### src/common/axis_pkg.sv
// axis_pkg: register map, field positions, reset values and timing for the axis output stage
// assumes a single 50 MHz pclk domain
package axis_pkg;

    // clock and pwm timing
    localparam int unsigned CLK_HZ        = 50_000_000;
    localparam int unsigned PWM_INV_HZ    = 64_000;
    localparam int unsigned PWM_SM_HZ     = 128_000;
    localparam int unsigned PWM_INV_STEPS = 500;
    localparam int unsigned PWM_SM_STEPS  = PWM_INV_STEPS * PWM_INV_HZ / PWM_SM_HZ;
    localparam int unsigned PWM_TICK_HZ   = PWM_INV_HZ * PWM_INV_STEPS;

    localparam logic [25:0] ACC_ADD   = 26'(PWM_TICK_HZ);
    localparam logic [25:0] ACC_WRAP  = 26'(CLK_HZ);
    localparam logic [8:0]  INV_LAST  = 9'(PWM_INV_STEPS - 1);
    localparam logic [8:0]  SM_LAST   = 9'(PWM_SM_STEPS - 1);
    // inverter: 1..499 of 500 high counts, sign-magnitude: 0..249 of 250
    localparam logic [8:0]  INV_MID   = 9'(PWM_INV_STEPS / 2);
    localparam logic [8:0]  DUTY_SPAN = 9'(PWM_SM_STEPS - 1);
    localparam int unsigned CMD_SHIFT = 15;

    // apb register byte offsets
    localparam logic [7:0] OFF_CTRL    = 8'h00;
    localparam logic [7:0] OFF_OFFLVL  = 8'h04;
    localparam logic [7:0] OFF_ERRLIM  = 8'h08;
    localparam logic [7:0] OFF_SAMPLE  = 8'h0c;
    localparam logic [7:0] OFF_STEP    = 8'h10;
    localparam logic [7:0] OFF_OUTSET  = 8'h14;
    localparam logic [7:0] OFF_OUTCLR  = 8'h18;
    localparam logic [7:0] OFF_OUTPORT = 8'h1c;
    localparam logic [7:0] OFF_STATUS  = 8'h20;
    localparam logic [7:0] OFF_MASK    = 8'h24;
    localparam logic [7:0] OFF_STATE   = 8'h28;

    // control register bits
    localparam int CTL_MOTOR_ON  = 0;
    localparam int CTL_SM_SEL    = 1;
    localparam int CTL_STEPPER   = 2;
    localparam int CTL_EN_LOW    = 3;
    localparam int CTL_DOE       = 4;
    localparam int CTL_STEP_HIGH = 5;
    localparam int CTL_STEP_DIR  = 6;
    localparam int CTL_STEP_RUN  = 7;
    localparam int CTL_AMP_EN    = 8;
    localparam int CTL_W         = 9;

    // status / mask bits
    localparam int ST_ABORT  = 0;
    localparam int ST_ERR    = 1;
    localparam int ST_SAMPLE = 2;
    localparam int ST_W      = 3;

    // reset values
    localparam logic [CTL_W-1:0] CTRL_RST   = 9'h000;
    localparam logic [15:0]      SAMPLE_RST = 16'hc350;
    localparam logic [15:0]      STEP_RST   = 16'h0019;
    localparam logic [31:0]      ERRLIM_RST = 32'h0000_4000;

endpackage

### src/common/pwm_if.sv
// pwm_if: command and mode from the axis stage to the pwm generator, pwm level back
// assumes both ends run on pclk
`timescale 1ns/1ps
`default_nettype none
interface pwm_if;
    logic signed [15:0] duty_cmd;
    logic               sm_mode;
    logic               load;
    logic               pwm_out;
    modport ctrl (output duty_cmd, output sm_mode, output load, input pwm_out);
    modport gen  (input duty_cmd, input sm_mode, input load, output pwm_out);
endinterface
`default_nettype wire

### src/verilog/axis_output_stage.sv
// axis_output_stage: motor command, pwm/step, sign, amp enable, error and eight outputs
// assumes an apb master on pclk; cmd_in and pos_err come from logic on pclk
// Function
// RQ1: in servo mode the motor command is refreshed once every servo sample period.
// RQ2: while the motor is off the motor command holds the programmed motor-off level.
// RQ3: amp enable drops to disabled on abort, and on error when disable-on-error is set.
// RQ4: amp enable polarity is selectable, active high by default.
// RQ5: inverter pwm runs at 64 kHz from 0.2% to 99.8% duty with 50% at zero.
// RQ6: sign-magnitude pwm runs at 128 kHz from 0% to 99.6% with the sign on the sign pin.
// RQ7: stepper axes get a 50% step pulse train with selectable active level.
// RQ8: the sign pin carries the command sign for servo and the direction for stepper.
// RQ9: the error pin goes low while the position error exceeds the error limit.
// RQ10: eight general outputs are set or cleared one bit at a time.
// RQ11: a whole-port write loads all eight general outputs at once.
// RQ12: pwm duty follows the signed command linearly and updates each sample; in sign-magnitude mode the code scales the command magnitude instead.
`timescale 1ns/1ps
`default_nettype none
module axis_output_stage import axis_pkg::*; (
    // clock and reset
    input  wire logic               pclk,
    input  wire logic               presetn,
    // apb slave
    input  wire logic               psel,
    input  wire logic               penable,
    input  wire logic               pwrite,
    input  wire logic [7:0]         paddr,
    input  wire logic [31:0]        pwdata,
    output var  logic [31:0]        prdata,
    output var  logic               pready,
    output var  logic               pslverr,
    // controller side
    input  wire logic signed [15:0] cmd_in,
    input  wire logic signed [31:0] pos_err,
    // pins in
    input  wire logic               abort_n,
    // pins out
    output var  logic [15:0]        motor_cmd,
    output var  logic               pwm_step,
    output var  logic               sign_dir,
    output var  logic               amp_enable,
    output var  logic               error_n,
    output var  logic [7:0]         gp_out,
    // interrupt
    output var  logic               irq
);
    typedef struct packed {
        logic [2:0]        abort_sync;
        logic              abort_lvl;
        logic              err_lvl;
        logic [CTL_W-1:0]  ctrl;
        logic [15:0]       off_level;
        logic [31:0]       err_limit;
        logic [15:0]       sample_period;
        logic [15:0]       sample_cnt;
        logic              sample_tick;
        logic [15:0]       step_half;
        logic [15:0]       step_cnt;
        logic              step_phase;
        logic [7:0]        outputs;
        logic [ST_W-1:0]   status;
        logic [ST_W-1:0]   mask;
        logic [15:0]       motor_cmd;
        logic              sign_out;
        logic              pwm_pin;
        logic              amp_pin;
        logic              err_pin;
        logic [31:0]       rdata;
        logic              rerr;
    } axis_state_t;

    axis_state_t     s;
    axis_state_t     next_s;
    pwm_if           pb ();
    logic            wr;
    logic            setup;
    logic            tick;
    logic            err_now;
    logic            abort_hit;
    logic            err_rise;
    logic            step_wrap;
    logic [ST_W-1:0] w1c;
    logic [ST_W-1:0] events;

    // register decode, used only for the slave error; read mux and write path decode paddr in their own case
    function automatic logic hit(input logic [7:0] a, input logic [7:0] off);
        hit = (a == off);
    endfunction

    function automatic logic mapped(input logic [7:0] a);
        mapped = hit(a, OFF_CTRL) || hit(a, OFF_OFFLVL) || hit(a, OFF_ERRLIM) ||
                 hit(a, OFF_SAMPLE) || hit(a, OFF_STEP) || hit(a, OFF_OUTSET) ||
                 hit(a, OFF_OUTCLR) || hit(a, OFF_OUTPORT) || hit(a, OFF_STATUS) ||
                 hit(a, OFF_MASK) || hit(a, OFF_STATE);
    endfunction

    function automatic logic over_limit(input logic signed [31:0] e, input logic [31:0] lim);
        logic [31:0] m;
        m = e[31] ? 32'(-e) : 32'(e);
        over_limit = m > lim;
    endfunction

    pwm_gen u_pwm (
        .clk   (pclk),
        .rst_n (presetn),
        .pb    (pb.gen)
    );

    assign pb.duty_cmd = s.motor_cmd;
    assign pb.sm_mode  = s.ctrl[CTL_SM_SEL];
    assign pb.load     = s.sample_tick;

    always_comb begin
        next_s = s;
        wr     = psel && penable && pwrite;
        setup  = psel && !penable;

        // abort pin: three stages, a change counts once stages two and three agree
        next_s.abort_sync = {s.abort_sync[1:0], abort_n};
        abort_hit = (s.abort_sync[1] == s.abort_sync[2]) && !s.abort_sync[2] && s.abort_lvl;
        if (s.abort_sync[1] == s.abort_sync[2]) begin
            next_s.abort_lvl = s.abort_sync[2];
        end

        err_now        = over_limit(pos_err, s.err_limit);
        err_rise       = err_now && !s.err_lvl;
        next_s.err_lvl = err_now;
        next_s.err_pin = !err_now; // see RQ9

        // servo sample divider
        tick = (s.sample_cnt + 16'h0001) >= s.sample_period;
        next_s.sample_cnt  = tick ? 16'h0000 : s.sample_cnt + 16'h0001;
        next_s.sample_tick = tick;

        if (!s.ctrl[CTL_MOTOR_ON]) begin
            next_s.motor_cmd = s.off_level; // see RQ2
        end else if (tick) begin
            next_s.motor_cmd = cmd_in; // see RQ1
        end

        // step train: phase toggles every half period, so the pulse is half the period
        step_wrap = (s.step_cnt + 16'h0001) >= s.step_half;
        if (s.ctrl[CTL_STEPPER] && s.ctrl[CTL_STEP_RUN]) begin
            next_s.step_cnt = step_wrap ? 16'h0000 : s.step_cnt + 16'h0001;
            if (step_wrap) begin
                next_s.step_phase = !s.step_phase; // see RQ7
            end
        end else begin
            next_s.step_cnt   = 16'h0000;
            next_s.step_phase = 1'b0;
        end

        if (s.ctrl[CTL_STEPPER]) begin
            next_s.pwm_pin  = s.ctrl[CTL_STEP_HIGH] ? s.step_phase : !s.step_phase; // see RQ7
            next_s.sign_out = s.ctrl[CTL_STEP_DIR]; // see RQ8
        end else begin
            next_s.pwm_pin  = pb.pwm_out;
            next_s.sign_out = s.motor_cmd[15]; // see RQ6 // see RQ8
        end

        // register writes take effect at the access edge
        w1c = '0;
        if (wr) begin
            case (paddr)
                OFF_CTRL:    next_s.ctrl          = pwdata[CTL_W-1:0];
                OFF_OFFLVL:  next_s.off_level     = pwdata[15:0];
                OFF_ERRLIM:  next_s.err_limit     = pwdata;
                OFF_SAMPLE:  next_s.sample_period = pwdata[15:0];
                OFF_STEP:    next_s.step_half     = pwdata[15:0];
                OFF_OUTSET:  next_s.outputs[pwdata[2:0]] = 1'b1; // see RQ10
                OFF_OUTCLR:  next_s.outputs[pwdata[2:0]] = 1'b0; // see RQ10
                OFF_OUTPORT: next_s.outputs       = pwdata[7:0]; // see RQ11
                OFF_STATUS:  w1c                  = pwdata[ST_W-1:0];
                OFF_MASK:    next_s.mask          = pwdata[ST_W-1:0];
                default:     w1c                  = '0;
            endcase
        end

        // hardware disable overrides a software write in the same cycle
        if (abort_hit || (s.ctrl[CTL_DOE] && err_now)) begin
            next_s.ctrl[CTL_AMP_EN] = 1'b0; // see RQ3
        end
        next_s.amp_pin = next_s.ctrl[CTL_AMP_EN] ^ next_s.ctrl[CTL_EN_LOW]; // see RQ4

        // sticky status: a new event wins over a clear in the same cycle
        events = '0;
        events[ST_ABORT]  = abort_hit;
        events[ST_ERR]    = err_rise;
        events[ST_SAMPLE] = tick;
        next_s.status = (s.status & ~w1c) | events;

        // read data captured in the setup cycle, shown in the access cycle
        if (setup) begin
            next_s.rerr = !mapped(paddr);
            case (paddr)
                OFF_CTRL:    next_s.rdata = 32'(s.ctrl);
                OFF_OFFLVL:  next_s.rdata = 32'(s.off_level);
                OFF_ERRLIM:  next_s.rdata = s.err_limit;
                OFF_SAMPLE:  next_s.rdata = 32'(s.sample_period);
                OFF_STEP:    next_s.rdata = 32'(s.step_half);
                OFF_OUTPORT: next_s.rdata = 32'(s.outputs);
                OFF_STATUS:  next_s.rdata = 32'(s.status);
                OFF_MASK:    next_s.rdata = 32'(s.mask);
                OFF_STATE:   next_s.rdata = 32'({s.abort_lvl, s.err_lvl, s.pwm_pin, s.amp_pin});
                default:     next_s.rdata = 32'h0000_0000;
            endcase
        end
    end

    always_ff @(posedge pclk or negedge presetn) begin
        if (!presetn) begin
            s               <= '0;
            s.abort_sync    <= 3'h7;
            s.abort_lvl     <= 1'b1;
            s.ctrl          <= CTRL_RST;
            s.err_limit     <= ERRLIM_RST;
            s.sample_period <= SAMPLE_RST;
            s.step_half     <= STEP_RST;
            s.err_pin       <= 1'b1;
        end else begin
            s <= next_s;
        end
    end

    // zero wait states; unmapped addresses answer with pslverr
    assign pready     = 1'b1;
    assign prdata     = s.rdata;
    assign pslverr    = s.rerr;
    assign motor_cmd  = s.motor_cmd;
    assign pwm_step   = s.pwm_pin;
    assign sign_dir   = s.sign_out;
    assign amp_enable = s.amp_pin;
    assign error_n    = s.err_pin;
    assign gp_out     = s.outputs;
    assign irq        = |(s.status & s.mask);
endmodule
`default_nettype wire

### src/verilog/pwm_gen.sv
// pwm_gen: inverter and sign-magnitude pwm at a 32 MHz count enable
// assumes load pulses once per servo sample with a settled duty_cmd
`timescale 1ns/1ps
`default_nettype none
module pwm_gen import axis_pkg::*; (
    // clock and reset
    input  wire logic clk,
    input  wire logic rst_n,
    // command side
    pwm_if.gen        pb
);
    typedef struct packed {
        logic [25:0] acc;
        logic [8:0]  cnt;
        logic [8:0]  high;
        logic        out;
    } pwm_state_t;

    // half an lsb of the scaled command, so full scale rounds onto the end counts
    localparam int CMD_HALF = 1 << (CMD_SHIFT - 1);

    pwm_state_t s;
    pwm_state_t next_s;
    logic       tick;
    logic [8:0] last;

    // signed command scaled into high counts
    function automatic logic [8:0] duty_of(input logic signed [15:0] c, input logic sm);
        logic signed [25:0] p;
        logic [15:0]        m;
        p = 26'(c) * 26'(DUTY_SPAN);
        m = c[15] ? 16'(-c) : 16'(c);
        if (sm) begin
            duty_of = 9'((25'(m) * 25'(DUTY_SPAN) + 25'(CMD_HALF)) >> CMD_SHIFT);
        end else begin
            duty_of = 9'(INV_MID + 9'((p + 26'(CMD_HALF)) >>> CMD_SHIFT));
        end
    endfunction

    always_comb begin
        next_s = s;
        last = pb.sm_mode ? SM_LAST : INV_LAST;
        // one bit of headroom: acc plus the step can pass the 26-bit range
        tick = (27'(s.acc) + 27'(ACC_ADD)) >= 27'(ACC_WRAP);
        // fractional divider: 16 count enables per 25 clocks, no drift
        next_s.acc = tick ? s.acc + ACC_ADD - ACC_WRAP : s.acc + ACC_ADD;
        if (tick) begin
            next_s.cnt = (s.cnt >= last) ? 9'h000 : s.cnt + 9'h001; // see RQ5 // see RQ6
        end
        if (pb.load) begin
            next_s.high = duty_of(pb.duty_cmd, pb.sm_mode); // see RQ12
        end
        next_s.out = s.cnt < s.high;
    end

    always_ff @(posedge clk or negedge rst_n) begin
        if (!rst_n) begin
            s <= '{acc: 26'h0, cnt: 9'h000, high: INV_MID, out: 1'b0};
        end else begin
            s <= next_s;
        end
    end

    assign pb.pwm_out = s.out;
endmodule
`default_nettype wire
### config.mk
export PLATFORM = sky130hd
export DESIGN_NAME = axis_output_stage
export DESIGN_NICKNAME = d
export VERILOG_FILES = /design/src/common/axis_pkg.sv /design/src/common/pwm_if.sv /design/src/verilog/axis_output_stage.sv /design/src/verilog/pwm_gen.sv
export SDC_FILE = /design/constraint.sdc
export NUM_CORES = 1
export LEC_CHECK = 0
export ABC_AREA = 1
export ABC_CLOCK_PERIOD_IN_PS = 15200
export BUFFER_PORTS_ARGS = -buffer_cell sky130_fd_sc_hd__buf_2
export CAP_MARGIN = 0
export CORE_MARGIN = 4
export CORE_UTILIZATION = 50
export DETAILED_ROUTE_END_ITERATION = 10
export HOLD_SLACK_MARGIN = 0.1
export PLACE_DENSITY = 0.75
export SETUP_SLACK_MARGIN = 0.02
export SYNTH_ARGS = -nofsm -noshare
export SYNTH_HDL_FRONTEND = slang
export SYNTH_SLANG_ARGS = --single-unit
### constraint.sdc
create_clock -name pclk -period 15.2 [get_ports pclk]
set_input_delay 2.28 -clock pclk [delete_from_list [all_inputs] [get_ports pclk]]
set_output_delay 2.28 -clock pclk [all_outputs]
set_load 0.02 [all_outputs]
==> impl_metrics.yaml <==
timing:
  hold_viol_final: 0
  finalSetupViolations: 0
  tightest_slew_ns: 1.13
  max_freq_mhz: 161
  fin_crit_ns: 6.19
  worst_slack_ns: 9.01
  fin_worst_hold_slack_ns: 0.365
  timing.setup.tns_ns: 0
  min_period_over_period: 0.407
  slew-limit-headroom: 0.242
  maxSlewViolCount: 0
  skew_ns: 0.0256
  rsz0062_at_grt: "false"
die:
  coreArea_um2: 40200
  rows: 73
  start_util: 0.511
  die_area_um2: 44400
  die_w_um: 211
  die_h_um: 211
  pin_count: 157
detailed_routing:
  drc_errors: 0
  ant_nets: 0
  first_pass_iters: 6
  num_vias: 17500
  drtIter0Drc: 1226
  viasPerCell: 5.39
  routed_wl_mm: 54.8
  wl_per_cell_um: 16.8
layout:
  final_area_um2: 22400
  syn2layout_area_growth_pct: 8.81
  fillers: 3653
  multi_input_area_um2: 12100
  regArea_um2: 5860
  layout-drive-gt1-share: 0.0988
  final_nets: 3131
  utilization: 0.556
power_and_ir_drop:
  ir_drop_mv: 0.0841
  cellPowerDensity_nw_per_um2: 76.1
  p_leak_nw: 12.2
clock_network:
  post_cts_buffers: 0
  clock_latency_ns: 0.59
  cts_root_buf: "clkbuf_16"
  clockBufferDepth: 3
  cts_resized: 0
  cts_hold_buf: 0
  cts_buffers: 28
  cts.sinks: 233
  clk_pin_slew_ns: 0.06
  cts.htree.levels: 1
  cts_tree: "yes"
critical_path:
  crit_required_ns: 15.72
  crit_type: "flip-flop to flip-flop"
  critPathSlowestCell: "dfrtp_1"
  r2r_start: "motor_cmd[15]"
  crit_path_max_incr_delay_ns: 0.95
  reg2reg_depth: 23
  critPathLaunchType: "flip-flop"
  crit_chain: "inv_1 > nor2_1 > xor2_1 > fa_1 > inv_1 > fa_1 > fa_1 > inv_1 > fa_1 > ha_1 > nand2_1 > nor4_1 > nand2_1 > nand2_1 > nand3_1 > nand2_1 > nand2_1 > nand2_1 > nand2_1 > nand3_1 > nand2_1 > nand2_1 > nand2_1"
  path_common_cell: "nand2_1"
  critPathMaxFanout: 24
  r2r-end: "u_pwm.s[7]"
  worst-path-buf-inv: 3
  reg2reg_setup_slack_ns: 9.01
  arrival_ns: 6.71
  endpoint_kind: "flip-flop"
  crit_family: "adder cells"
yosys:
  synth_area_um2: 20500
  synth-edff-count: 0
  ys_ff_latch: 233
  yosys_warnings: 0
  synthFlopType: "dfrtp_1"
  syn_inst: 2622
  syn_avg_cell_area_um2: 7.83
  synth_cell_types: 53
  synth_fp_nets: 3052
  synth_seq_area_share: 0.285
  ys_async_sr_fraction: 1.00
worst_hold_path:
  hp-class: "flip-flop to flip-flop"
  hp-start: "next_s[193]"
  hold_depth: 0
  holdPathEnd: "next_s[194]"
place:
  place_ws_ns: 9.00
  dp_hpwl_mm: 43.5
  io_buffers: 155
  postPlaceCellArea_um2: 21400
  gp_congestion: 0.971
outcome:
  outcome: "complete, no violations"
job:
  drv_cap: 0
global_route:
  use_met2: 0.418
  grtUsageTotal: 0.247
  grt_pass1_wl_mm: 90.3
  grt_util_met3: 0.0325
  grt_overflow: 0
  grtUsageMet1: 0.321
  grt_pass1_vias: 17900
  grt_max_degree: 110
  grt-busiest-layer: "met2"
  antenna_found_initial: 2
## logic make-up after synthesis
| family | synth area share |
|---|---|
| AND/OR/NAND/NOR | 0.195 |
| AO/OA/AOI/OAI | 0.109 |
| XOR/XNOR | 0.0434 |
| flip-flops | 0.285 |
| other | 0.000183 |
| buffers and inverters | 0.125 |
| adder cells (fa/ha/maj) | 0.242 |
## placed cells by master, fill, tap and decap left out, types with 4 or more instances in the layout
| cell | Yosys | layout |
|---|---|---|
| nand2_2 | 4 | 5 |
| nor4_1 | 5 | 5 |
| inv_1 | 496 | 496 |
| or2_2 | 7 | 7 |
| clkbuf_1 | 44 | 8 |
| a31oi_1 | 18 | 18 |
| buf_2 | 2 | 154 |
| a221oi_1 | 16 | 16 |
| clkbuf_8 | 0 | 4 |
| o21ai_0 | 179 | 179 |
| a211oi_1 | 5 | 5 |
| nand3_2 | 13 | 13 |
| fa_1 | 103 | 103 |
| nand3b_1 | 11 | 11 |
| nor2_1 | 195 | 195 |
| ha_1 | 233 | 233 |
| o21bai_1 | 5 | 5 |
| dfstp_2 | 21 | 21 |
| nand2_1 | 538 | 537 |
| nand4_1 | 28 | 28 |
| o211ai_1 | 11 | 11 |
| bufinv_16 | 0 | 4 |
| a21o_1 | 11 | 11 |
| nor3_1 | 30 | 30 |
| o22ai_1 | 20 | 20 |
| inv_2 | 5 | 5 |
| dfrtp_1 | 212 | 212 |
| o221ai_1 | 12 | 12 |
| buf_4 | 60 | 5 |
| xor2_1 | 76 | 76 |
| xnor2_1 | 17 | 17 |
| a21oi_1 | 100 | 100 |
| nand3_1 | 107 | 107 |
| clkbuf_16 | 0 | 28 |
## worst register-to-register path, stage by stage (launching register included)
cell and delay, ns:
dfrtp_1 0.95, inv_1 0.56, nor2_1 0.25, xor2_1 0.46
fa_1 0.54, inv_1 0.09, fa_1 0.44, fa_1 0.56
inv_1 0.06, fa_1 0.48, ha_1 0.35, nand2_1 0.07
nor4_1 0.49, nand2_1 0.10, nand2_1 0.13, nand3_1 0.08
nand2_1 0.10, nand2_1 0.08, nand2_1 0.06, nand2_1 0.05
nand3_1 0.07, nand2_1 0.06, nand2_1 0.06, nand2_1 0.06
## synthesized netlist by cell type (20+ instances only)
| master | instances | area, µm² |
|---|---|---|
| a21oi_1 | 100 | 500 |
| buf_4 | 60 | 450 |
| clkbuf_1 | 44 | 165 |
| dfrtp_1 | 212 | 5310 |
| dfstp_2 | 21 | 552 |
| fa_1 | 103 | 2060 |
| ha_1 | 233 | 2920 |
| inv_1 | 496 | 1860 |
| nand2_1 | 538 | 2020 |
| nand3_1 | 107 | 536 |
| nand4_1 | 28 | 175 |
| nor2_1 | 195 | 732 |
| nor3_1 | 30 | 150 |
| o21ai_0 | 179 | 896 |
| o22ai_1 | 20 | 125 |
| xor2_1 | 76 | 666 |
## stage by stage
step	instances	total power [mW]
6_report	3251	1.70
5_1_grt	3250	1.79
2_1_floorplan	2622	0.889
3_3_place_gp	3196	0.981
4_1_cts	3248	1.72
3_5_place_dp	3196	0.993
## how the worst max path moves through the flow
stage / endpoint / start / depth (start not counted) / slack (ns)
after floorplan: u_pwm.s[9] / motor_cmd[2] / 27 / 9.95
after global placement: u_pwm.s[7] / motor_cmd[15] / 23 / 9.13
after detailed placement: u_pwm.s[7] / motor_cmd[15] / 23 / 9.00
after CTS: u_pwm.s[7] / motor_cmd[15] / 23 / 8.99
after global routing: u_pwm.s[7] / motor_cmd[15] / 27 / 8.48
final: u_pwm.s[7] / motor_cmd[15] / 23 / 9.01
## state kept, by name, summed over array words and instances, names as in the netlist
name and count:
motor_cmd 16, gp_out 8, prdata 32, u_pwm.s 37, error_n 1, next_s 2
s 130, pb.sm_mode 1, pb.load 1, sign_dir 1, pslverr 1, pwm_step 1
u_pwm.pb.pwm_out 1, amp_enable 1
## per-layer routing
metal  share of wire  wire length (µm)
met3           0.058              3190
met2            0.48             26300
met5               0                 0
met1            0.42             22900
met4           0.043              2380
## report_power, final
group,switching [mW],internal (mW)
combinational,0.205,0.112
clock,0.286,0.431
sequential,0.0209,0.646
## cell type report
cell class	count	area share
flip-flops and latches	233	0.262
diodes	3	0.000336
well taps	525	0.0294
repair buffers	160	0.0368
inverters	504	0.0846
clock buffers	40	0.0352
clock inverters	12	0.00918
multi-input cells	1774	0.542
Note: power is estimated with default switching activity, not from simulation.
